File: config.mk
export PLATFORM = sky130hd
export DESIGN_NAME = spi_frame_device_flat
export DESIGN_NICKNAME = d
export VERILOG_FILES = /design/src/core/spi_frame_pkg.sv /design/src/core/spi_link_if.sv /design/src/core/spi_edge_detect.sv /design/src/core/spi_frame_device.sv /design/src/flat_wrapper.sv
export SDC_FILE = /design/constraint.sdc
export NUM_CORES = 1
export LEC_CHECK = 0
export BUFFER_PORTS_ARGS = -buffer_cell sky130_fd_sc_hd__buf_4
export CORE_AREA = 2 2 88 90
export DETAILED_ROUTE_END_ITERATION = 10
export DIE_AREA = 0 0 90 92
export MAX_ROUTING_LAYER = met4
export PLACE_DENSITY = 0.71
export SYNTH_ARGS = -nofsm -noshare
export SYNTH_HDL_FRONTEND = slang
export SYNTH_SLANG_ARGS = --single-unit
File: constraint.sdc
create_clock -name core_clk -period 2.2 [get_ports core_clk]
set_clock_uncertainty 0.05 [all_clocks]
set_input_delay 0.22 -clock core_clk [delete_from_list [all_inputs] [get_ports core_clk]]
set_output_delay 0.22 -clock core_clk [all_outputs]
set_load 0.05 [all_outputs]
File: src/core/spi_frame_pkg.sv
// Shared constants of the serial frame decoder and its master
// Operation
// - Write frame: address, then bytes, address increments
// - Write byte committed at its last falling edge
// - Partial write byte dropped on select rise
// - Writes to absent or read-only addresses ignored
// - Read frame: address in, bytes out, incrementing
// - Sample on falling edge, drive on rising
// - Absent register reads back as zero
// - Mode 10, code zero loads 1 to 96 bytes
// - Partial FIFO load byte is not stored
// - Mode 10, code all ones reads FIFO
// - Cut FIFO read byte stays unread
// - Direct command byte launched on last falling edge
// - Lasting command: master waits, device raises interrupt
// - Immediate command may chain without select rise
// - Select high holds the port in reset
// - First two bits choose the operation, MSB first
// - Data-out tristated unless shifting read data
// - FIFO access needs oscillator enabled and stable
package spi_frame_pkg;

    localparam int BYTE_W = 8;
    localparam int ADDR_W = 6;
    localparam int LEN_W = 7;

    localparam logic [1:0] MODE_REG_WRITE = 2'h0;
    localparam logic [1:0] MODE_REG_READ = 2'h1;
    localparam logic [1:0] MODE_FIFO = 2'h2;
    localparam logic [1:0] MODE_COMMAND = 2'h3;

    localparam logic [5:0] CODE_FIFO_LOAD = 6'h00;
    localparam logic [5:0] CODE_FIFO_READ = 6'h3F;

    localparam logic [6:0] FIFO_MAX_BYTES = 7'h60;
    localparam logic [2:0] BIT_LAST = 3'h7;

    // Core clock and serial timing, times in ns
    localparam int CLK_PERIOD_NS = 40;
    localparam int SCLK_HALF_NS = 50;
    localparam int SS_HIGH_NS = 100;
    localparam int SS_LEAD_NS = 25;
    localparam logic [2:0] SCLK_HALF_CYC =
        3'((SCLK_HALF_NS + CLK_PERIOD_NS - 1) / CLK_PERIOD_NS);
    localparam logic [2:0] SS_HIGH_CYC =
        3'((SS_HIGH_NS + CLK_PERIOD_NS - 1) / CLK_PERIOD_NS);
    localparam logic [2:0] SS_LEAD_CYC =
        3'((SS_LEAD_NS + CLK_PERIOD_NS - 1) / CLK_PERIOD_NS);

endpackage : spi_frame_pkg

File: src/core/spi_link_if.sv
// Four-wire serial link between the master and the frame decoder
`timescale 1ns/1ps
interface spi_link_if;
    logic ss_n;
    logic sclk;
    logic mosi;
    logic miso_o;
    logic miso_oe;
    logic miso;

    // Line level with the pull-down taking over when undriven
    assign miso = miso_oe ? miso_o : 1'b0;

    modport dev (
        input ss_n,
        input sclk,
        input mosi,
        output miso_o,
        output miso_oe
    );

    modport host (
        output ss_n,
        output sclk,
        output mosi,
        input miso
    );
endinterface : spi_link_if

File: src/core/spi_edge_detect.sv
// Rise and fall detector for a signal synchronous to the core clock
`timescale 1ns/1ps
module spi_edge_detect (
    input wire logic core_clk, // Core clock
    input wire logic sys_rst, // Asynchronous reset, active high
    input wire logic sig, // Watched level
    output logic rise, // High in the cycle the level goes high
    output logic fall // High in the cycle the level goes low
);
    typedef struct packed {
        logic prev;
    } edge_reg_type;

    edge_reg_type q;
    edge_reg_type d;

    always_comb begin
        d = q;
        d.prev = sig;
    end

    always_ff @(posedge core_clk or posedge sys_rst) begin
        if (sys_rst) begin
            q <= '0;
        end else begin
            q <= d;
        end
    end

    assign rise = sig & ~q.prev;
    assign fall = ~sig & q.prev;
endmodule : spi_edge_detect

File: src/core/spi_frame_device.sv
// Device end: decodes serial frames into register, FIFO and command actions
`timescale 1ns/1ps
module spi_frame_device
    import spi_frame_pkg::*;
(
    input wire logic core_clk, // Core clock
    input wire logic sys_rst, // Asynchronous reset, active high
    spi_link_if.dev link, // Serial pins
    output logic [spi_frame_pkg::ADDR_W-1:0] reg_addr, // Current address
    input wire logic [spi_frame_pkg::BYTE_W-1:0] reg_rd_data, // Reg value
    input wire logic reg_present, // Register exists at reg_addr
    input wire logic reg_writable, // Register at reg_addr is writable
    output logic reg_wr, // Write strobe, one cycle
    output logic [spi_frame_pkg::ADDR_W-1:0] reg_wr_addr, // Write address
    output logic [spi_frame_pkg::BYTE_W-1:0] reg_wr_data, // Write data
    input wire logic fifo_enable, // Oscillator enabled and stable
    output logic fifo_push, // FIFO load strobe, one cycle
    output logic [spi_frame_pkg::BYTE_W-1:0] fifo_push_data, // Load byte
    output logic fifo_over, // Load beyond FIFO size, one cycle
    input wire logic [spi_frame_pkg::BYTE_W-1:0] fifo_head, // Oldest byte
    output logic fifo_pop, // Head byte fully read, one cycle
    output logic cmd_launch, // Direct command strobe, one cycle
    output logic [spi_frame_pkg::ADDR_W-1:0] command_code_bits, // Command
    output logic operation_active, // Select low, frame in progress
    input wire logic proc_done, // Lasting process finished
    output logic irq // Interrupt output
);
    import spi_frame_pkg::*;

    typedef enum logic [2:0] {
        ST_MODE,
        ST_WRITE,
        ST_READ,
        ST_LOAD,
        ST_FREAD,
        ST_SKIP
    } dev_state_type;

    typedef struct packed {
        dev_state_type st;
        logic [2:0] bit_cnt;
        logic [7:0] rx_sh;
        logic [7:0] tx_byte;
        logic [5:0] addr;
        logic [6:0] load_cnt;
        logic miso;
        logic miso_oe;
        logic wr_stb;
        logic [5:0] wr_addr;
        logic [7:0] wr_data;
        logic push;
        logic over;
        logic [7:0] push_data;
        logic pop;
        logic cmd_stb;
        logic [5:0] cmd_code;
        logic active;
        logic irq;
    } dev_reg_type;

    dev_reg_type q;
    dev_reg_type d;

    logic sclk_rise;
    logic sclk_fall;
    logic [7:0] byte_in;
    logic [7:0] src_byte;

    spi_edge_detect u_sclk_edge (
        .core_clk(core_clk),
        .sys_rst(sys_rst),
        .sig(link.sclk),
        .rise(sclk_rise),
        .fall(sclk_fall)
    );

    // Byte as it stands once the current falling edge is shifted in
    assign byte_in = {q.rx_sh[6:0], link.mosi};

    // Source of the byte the next read slot will send
    always_comb begin
        src_byte = '0;
        if (q.st == ST_FREAD) begin
            src_byte = fifo_head;
        end else if (reg_present) begin
            src_byte = reg_rd_data;
        end else begin
            src_byte = '0;
        end
    end

    always_comb begin
        d = q;
        d.wr_stb = 1'b0;
        d.push = 1'b0;
        d.over = 1'b0;
        d.pop = 1'b0;
        d.cmd_stb = 1'b0;
        d.active = ~link.ss_n;
        // Completion is signalled by the process itself, so follow it
        d.irq = proc_done;
        if (link.ss_n) begin
            // Any partly shifted byte dies here, so nothing is written
            d.st = ST_MODE;
            d.bit_cnt = '0;
            d.miso = 1'b0;
            d.miso_oe = 1'b0;
            d.load_cnt = '0;
        end else begin
            if (sclk_fall) begin
                d.rx_sh = byte_in;
                d.bit_cnt = q.bit_cnt + 3'h1;
                if (q.bit_cnt == BIT_LAST) begin
                    case (q.st)
                        ST_MODE: begin
                            case (byte_in[7:6])
                                MODE_REG_WRITE: begin
                                    d.st = ST_WRITE;
                                    d.addr = byte_in[5:0];
                                end
                                MODE_REG_READ: begin
                                    d.st = ST_READ;
                                    d.addr = byte_in[5:0];
                                end
                                MODE_FIFO: begin
                                    if (!fifo_enable) begin
                                        d.st = ST_SKIP;
                                    end else if (byte_in[5:0] ==
                                                 CODE_FIFO_LOAD) begin
                                        d.st = ST_LOAD;
                                    end else if (byte_in[5:0] ==
                                                 CODE_FIFO_READ) begin
                                        d.st = ST_FREAD;
                                    end else begin
                                        d.st = ST_SKIP;
                                    end
                                end
                                default: begin
                                    // Stay in mode decode to allow chaining
                                    d.cmd_stb = 1'b1;
                                    d.cmd_code = byte_in[5:0];
                                    d.st = ST_MODE;
                                end
                            endcase
                        end
                        ST_WRITE: begin
                            if (reg_present && reg_writable) begin
                                d.wr_stb = 1'b1;
                                d.wr_addr = q.addr;
                                d.wr_data = byte_in;
                            end
                            d.addr = q.addr + 6'h01;
                        end
                        ST_READ: begin
                            d.addr = q.addr + 6'h01;
                        end
                        ST_LOAD: begin
                            // Excess bytes flagged rather than pushed
                            if (q.load_cnt == FIFO_MAX_BYTES) begin
                                d.over = 1'b1;
                            end else begin
                                d.push = 1'b1;
                                d.push_data = byte_in;
                                d.load_cnt = q.load_cnt + 7'h01;
                            end
                        end
                        ST_FREAD: begin
                            // Pop only once all eight bits have left
                            d.pop = 1'b1;
                        end
                        default: begin
                            d.st = q.st;
                        end
                    endcase
                end
            end
            if (sclk_rise && (q.st == ST_READ || q.st == ST_FREAD)) begin
                d.miso_oe = 1'b1;
                if (q.bit_cnt == '0) begin
                    // Latch the whole byte so it cannot change mid-shift
                    d.tx_byte = src_byte;
                    d.miso = src_byte[7];
                end else begin
                    d.miso = q.tx_byte[3'(BIT_LAST - q.bit_cnt)];
                end
            end
        end
    end

    always_ff @(posedge core_clk or posedge sys_rst) begin
        if (sys_rst) begin
            q <= '0;
        end else begin
            q <= d;
        end
    end

    assign link.miso_o = q.miso;
    assign link.miso_oe = q.miso_oe;
    assign reg_addr = q.addr;
    assign reg_wr = q.wr_stb;
    assign reg_wr_addr = q.wr_addr;
    assign reg_wr_data = q.wr_data;
    assign fifo_push = q.push;
    assign fifo_push_data = q.push_data;
    assign fifo_over = q.over;
    assign fifo_pop = q.pop;
    assign cmd_launch = q.cmd_stb;
    assign command_code_bits = q.cmd_code;
    assign operation_active = q.active;
    assign irq = q.irq;
endmodule : spi_frame_device

File: src/flat_wrapper.sv
// flat-port wrapper written by rule: the top's interface ports become plain ports
module spi_frame_device_flat import spi_frame_pkg::*;
  (core_clk, sys_rst, reg_addr, reg_rd_data, reg_present, reg_writable, reg_wr, reg_wr_addr, reg_wr_data, fifo_enable, fifo_push, fifo_push_data, fifo_over, fifo_head, fifo_pop, cmd_launch, command_code_bits, operation_active, proc_done, irq, link_ss_n, link_sclk, link_mosi, link_miso_o, link_miso_oe);
  spi_link_if link_i ();
  input wire logic core_clk;
  input wire logic sys_rst;
  output logic [spi_frame_pkg::ADDR_W-1:0] reg_addr;
  input wire logic [spi_frame_pkg::BYTE_W-1:0] reg_rd_data;
  input wire logic reg_present;
  input wire logic reg_writable;
  output logic reg_wr;
  output logic [spi_frame_pkg::ADDR_W-1:0] reg_wr_addr;
  output logic [spi_frame_pkg::BYTE_W-1:0] reg_wr_data;
  input wire logic fifo_enable;
  output logic fifo_push;
  output logic [spi_frame_pkg::BYTE_W-1:0] fifo_push_data;
  output logic fifo_over;
  input wire logic [spi_frame_pkg::BYTE_W-1:0] fifo_head;
  output logic fifo_pop;
  output logic cmd_launch;
  output logic [spi_frame_pkg::ADDR_W-1:0] command_code_bits;
  output logic operation_active;
  input wire logic proc_done;
  output logic irq;
  input wire logic [$bits(link_i.ss_n)-1:0] link_ss_n;
  input wire logic [$bits(link_i.sclk)-1:0] link_sclk;
  input wire logic [$bits(link_i.mosi)-1:0] link_mosi;
  output wire logic [$bits(link_i.miso_o)-1:0] link_miso_o;
  output wire logic [$bits(link_i.miso_oe)-1:0] link_miso_oe;
  assign link_i.ss_n = link_ss_n;
  assign link_i.sclk = link_sclk;
  assign link_i.mosi = link_mosi;
  assign link_miso_o = link_i.miso_o;
  assign link_miso_oe = link_i.miso_oe;
  spi_frame_device u_core (.core_clk(core_clk), .sys_rst(sys_rst), .link(link_i), .reg_addr(reg_addr), .reg_rd_data(reg_rd_data), .reg_present(reg_present), .reg_writable(reg_writable), .reg_wr(reg_wr), .reg_wr_addr(reg_wr_addr), .reg_wr_data(reg_wr_data), .fifo_enable(fifo_enable), .fifo_push(fifo_push), .fifo_push_data(fifo_push_data), .fifo_over(fifo_over), .fifo_head(fifo_head), .fifo_pop(fifo_pop), .cmd_launch(cmd_launch), .command_code_bits(command_code_bits), .operation_active(operation_active), .proc_done(proc_done), .irq(irq));
endmodule
Word-level counts from Yosys, hierarchy flattened
Index checks and enable logic that the tools add are counted.

Multiplexer cells: 33. Magnitude comparators: 1. Equal/unequal tests: 11. Reduce and logical (&&, ||, !) cells: 24. Bitwise operators: 7. $add $sub $neg: 4.

Operators with widths (number): $mux W33 (3); $mux W7 (6); $mux W15 (2); $mux W8 (3); $reduce_and A5 Y1 (4); $mux W14 (1); $mux W3 (4); $mux W6 (2); $pmux W6 S2 (1); $reduce_bool A2 Y1 (6); $mux W10 (1); $mux W9 (1); $pmux W3 S3 (1); $add A7 B1 Y7 const B (1); $eq A7 B7 Y1 const B (1); $add A6 B1 Y6 const B (1); $eq A3 B2 Y1 const B (2); $eq A3 B3 Y1 const B (2); $eq A6 B6 Y1 const B (1); $logic_not A3 Y1 (2); $logic_not A6 Y1 (1); $mux W1 (6); $reduce_and A3 Y1 (2); $not A1 Y1 (5); 17 further kinds (21).

Logic and storage cells: 100. Bits of input ports: 25. Bits in registers: 73. Output and inout bits: 43.

Longest topological paths before layout
Depth in word-level cells: 9. Depth in mapped cells: 8. Depth with buffers taken out: 6.

Cells and area by module
A second synthesis with hierarchy kept.

Cells, all modules: 325. Area total of the unflattened synthesis: 3666.0 um^2.

Modules (own cells, without submodules): spi_frame_device (cells an instance 321, area an instance 3622.2 um^2, times used 1, seq. area each 1776.7 um^2); spi_edge_detect (cells an instance 4, area an instance 43.8 um^2, times used 1, seq. area each 25.0 um^2).

Least setup slack after synthesis
No wires, ideal clock.

Path type: reg-to-reg. Start point: reg u_core.q[67] in the netlist's numbering. End point: reg u_core.q, in the netlist u_core.reg_wr_data[7]. Clock period less this slack: 2.081 ns. Arrival: 1.904 ns. Required time: 2.022 ns. Path buffers: 1. Library setup time: 0.128 ns. Cell stages (with the launch flop): 8. Path slack: 0.119 ns. Path through: dfrtp_1 -> ha_1 -> ha_1 -> and4bb_4 -> nand2_2 -> nor4_4 -> buf_6 -> mux2_1.

Word-level cells in the longest chain between the ends: 2.

Ends and longest elaborated chain: start: declaration (RTL line spi_frame_device.sv:61) `dev_reg_type q;`; start signal: assignment (RTL line spi_frame_device.sv:192) `q <= '0;`; start signal: assignment (RTL line spi_frame_device.sv:194) `q <= d;`; $eq A3 B3 Y1 (RTL line spi_frame_device.sv:113) `if (q.bit_cnt == BIT_LAST) begin`; $reduce_and A5 Y1 (no line).

Every way passes these cells. A chain may end at the register's enable or synchronous reset.

Worst setup path after layout
Start point: reg u_core.q[67] in the netlist's numbering. End point: reg u_core.q, in the netlist u_core.reg_wr_data[4].

The elaborated chain is that of the path after synthesis.

==> summary.md <==
| Metric | Value |
|---|---|
| Number of distinct library cells after synthesis | 48 |
| Number of global-route vias before repair | 2525 |
| Pwr Density | 700 mW/mm^2 |
| Number of nets still failing antenna checks after routing | 0 |
| Crit path time final | 2.12 ns |
| Synth cell count leaders | 72 x dfrtp_1, 35 x buf_4, 34 x nand2_1 |
| Largest net degree at the start of global routing | 46 |
| Antenna violations before repair | 0 |
| Residual DRC | 0 |
| Critical path required time | 2.38 ns |
| Ys flop type | dfrtp_1 |
| Least setup slack across all paths after layout | 0.0764 ns |
| Final number of hold-violating endpoints | 0 |
| Worst endpoint data arrival time | 2.31 ns |
| Final core utilization | 0.572 |
| HPWL after detailed placement | 5190 um |
| Number of top-level design ports | 68 |
| Post-CTS Setup Inserts | 0 |
| CORE AREA | 0.00745 mm^2 |
| Slowest library cell on the worst path | dfrtp_1 |
| Worst r2r src | u_core.q[67]$_DFFE_PP0N_ |
| Number of buffers created by CTS | 9 |
| Cell type with the largest total area after synthesis | dfrtp_1 |
| Critical Path Source | u_core.q[67]$_DFFE_PP0N_ |
| Number of nets at the end of the flow | 407 |
| Clock transition at the registers of the reported paths | 0.09 ns |
| Fmax | 471 MHz |
| Total inserted antenna cells | 0 |
| Floorplan die width | 90 um |
| TritonCTS clock tree | done |
| Synthesized area per cell | 10.9 um^2 |
| Number of enable-type register cells in the synthesized netlist | 0 |
| Highest cell delay on the worst timing path | 0.41 ns |
| Slew at the pin closest to its max-slew limit | 0.549 ns |
| Max Transition Viols Final | 0 |
| Count of H-tree levels built during CTS | 3 |
| Setup repair after global routing missed its margin | no |
| Routed met2 length | 3520 um |
| Number of detailed-route iterations in the first pass | 4 |
| Total via count in the routed design | 2507 |
| Gate Count Post-Synth | 327 |
| Worst setup timing slack at the placement stage | 0.0846 ns |
| Area share of the leading cell type in the synthesized netlist | 0.507 |
| Wire length on met1 | 3200 um |
| Avg WL per Cell | 14.8 um |
| Number of violations reported at the end of detailed-routing iteration 0 | 98 |
| Die Footprint | 0.00828 mm^2 |
| Worst hold path startpoint | link_mosi |
| Global-route wire length before repair | 11900 um |
| Async SR Flop Fraction | 1.00 |
| Static power due to leakage | 2.10 nW |
| Buffer depth of the longest clock path | 2 |
| IR drop worst, VDD | 319 uV |
| Dominant cell by count in the synthesized netlist | dfrtp_1 |
| Total of flip-flops plus latches after synthesis | 72 |
| Layout cell share with drive strength beyond 1 | 0.344 |
| Die Span Y | 92 um |
| Number of warnings printed during yosys synthesis | 0 |
| CP Cell Sequence | ha_1 > ha_1 > and4bb_4 > nand2_2 > nor4_4 > buf_12 > mux2_2 |
| Reported max-cap violation count | 0 |
| Critical-path maximum fanout | 15 |
| Global route total overflow | 0 |
| Wire length reported by the detailed router | 7140 um |
| Max Used Layer | met4 |
| Startpoint types | register |
| Setup TNS | 0 ns |
| Status | completed |
| Total number of clock tree sinks | 72 |
| Period Utilization, post-route | 0.965 |
| Global-route usage over all layers | 0.188 |
| Worst relative slew slack | 0.634 |
| Path type of the worst setup path | reg2reg |
| Floorplan row count | 32 |
| Crit. End Element | register |
| Via-per-instance ratio | 5.19 |
| Net count of the mapped netlist | 358 |
| Port Buffer Count | 67 |
| Met3 WL | 300 um |
| Final number of setup-violating endpoints | 0 |
| Kind of path behind the tightest hold check | in2reg |
| Sequential-to-total area share from yosys stat | 0.507 |
| Most frequent CP cell | ha_1 |
| Starting Density | 0.477 |
| Post-route insts no fill | 483 |
| Clock insertion delay at the later pin of the skew report | 0.34 ns |
| Growth of design area from synthesis to finish | 19.8% |
| Leading cell types by total area after synthesis | dfrtp_1 51%, buf_4 7.4%, mux2_2 6.3%, nand2_1 3.6%, mux2_1 2.9% |
| Placed Cells incl. Taps | 464 |
| Synthesized cell area | 0.00356 mm^2 |
| Master cell of the clock root buffer | clkbuf_8 |
| Worst setup slack for register-to-register paths | 0.08 ns |
| Final GP Congestion | 0.864 |
-- worst paths after layout --
kind | endpoint | cells after the start
max in group asynchronous | u_core.q[71]$_DFFE_PP0P_ | 4
max | u_core.reg_wr_data[4]$_DFFE_PP0P_ | 7
min | u_core.command_code_bits[0]$_DFFE_PP0P_ | 3
min reg2reg | u_core.command_code_bits[5]$_DFFE_PP0P_ | 2
min in group asynchronous | u_core.reg_addr[2]$_DFFE_PP0P_ | 4
max reg2reg | u_core.reg_wr_data[4]$_DFFE_PP0P_ | 7
-- logic make-up (layout without fill, tap and decap cells) --
group,Yosys count,after routing,synth area share
and+or+nand+nor,104,104,0.164
DFF,72,72,0.507
buffers and inverters,58,112,0.101
AOI/OAI and AO/OA,43,43,0.0718
muxes,37,37,0.118
xor gates and xnor gates,7,7,0.0172
adders and majority gates,6,6,0.0211
-- per-layer routing --
layer  global-route usage  vias to the layer above
met3               0.0378                       12
met2                0.308                       67
met1                0.227                     1224
li1                     -                     1204
met4               0.0821                        0
met5                    -                        -
-- cell usage in the layout (no fill, tap or decap), types with 2 or more instances in the layout --
cell	count
dlygate4sd3_1	3
o21ai_0	13
mux2_1	9
nor2_1	15
buf_12	2
or3_1	3
buf_4	79
xnor2_1	3
ha_1	6
inv_1	11
and3_1	11
nand4_1	7
o32ai_1	2
nor2b_1	4
dfrtp_1	72
nand3_1	5
a21oi_1	17
o2bb2ai_1	2
mux2_2	20
nor4_1	2
mux2i_1	7
bufinv_16	2
inv_6	2
o22ai_1	3
and2_1	2
nand2_1	34
nor3_1	4
or3b_2	3
clkbuf_8	9
xor2_1	4
-- stage by stage --
| step | hold WS [ns] | power [mW] | instance area, um^2 |
|---|---|---|---|
| 2_1_floorplan | 0.201 | 1.65 | 3560 |
| 3_3_place_gp | 0.268 | 1.80 | 4000 |
| 3_5_place_dp | 0.273 | 1.82 | 4000 |
| 4_1_cts | 0.0746 | 3.01 | 4260 |
| 5_1_grt | 0.0773 | 3.11 | 4260 |
| 6_report | 0.0880 | 2.98 | 4260 |
-- critical path, delay by kind of cell (launching register included) --
| kind | cells | cell delay [ns] |
|---|---|---|
| simple gates | 3 | 0.67 |
| mux | 1 | 0.35 |
| fa+ha+maj | 2 | 0.34 |
| buf+inv | 1 | 0.20 |
| flops | 1 | 0.41 |
-- layout make-up --
| cell class | instances | area (um^2) |
|---|---|---|
| fillers | 668 | 3190 |
| flip-flops and latches | 72 | 1800 |
| multi-input cells | 197 | 1400 |
| repair buffers | 84 | 663 |
| well taps | 102 | 128 |
| clock buffers | 9 | 124 |
| clock inverters | 7 | 103 |
| inverters | 12 | 45.0 |
-- registers in the layout, summed over array words and instances (netlist names) --
register and count:
u_core.fifo_over 1, u_core.operation_active 1, u_core.reg_addr 6, u_core.link.miso_oe 1, u_core.link.miso_o 1, u_core.fifo_pop 1
u_core.reg_wr 1, u_core.q 21, u_core.command_code_bits 6, u_core.u_sclk_edge.q 1, u_core.reg_wr_addr 6, u_core.fifo_push_data 8
u_core.irq 1, u_core.byte_in 7, u_core.fifo_push 1, u_core.reg_wr_data 8, u_core.cmd_launch 1
-- report_power, final --
group          total (mW)  switching (mW)  internal, mW
sequential           1.47          0.0896          1.38
clock                1.19           0.533         0.654
combinational       0.326           0.160         0.166
total                2.98           0.782          2.20
-- what timing repair did --
action / 4_1_cts / 5_1_grt
resized for setup: 0 / 1
hold endpoints to repair: 74 / 0
hold buffers: 3 / 0
setup endpoints to repair: 0 / 8
(Power assumes the default switching activity.)
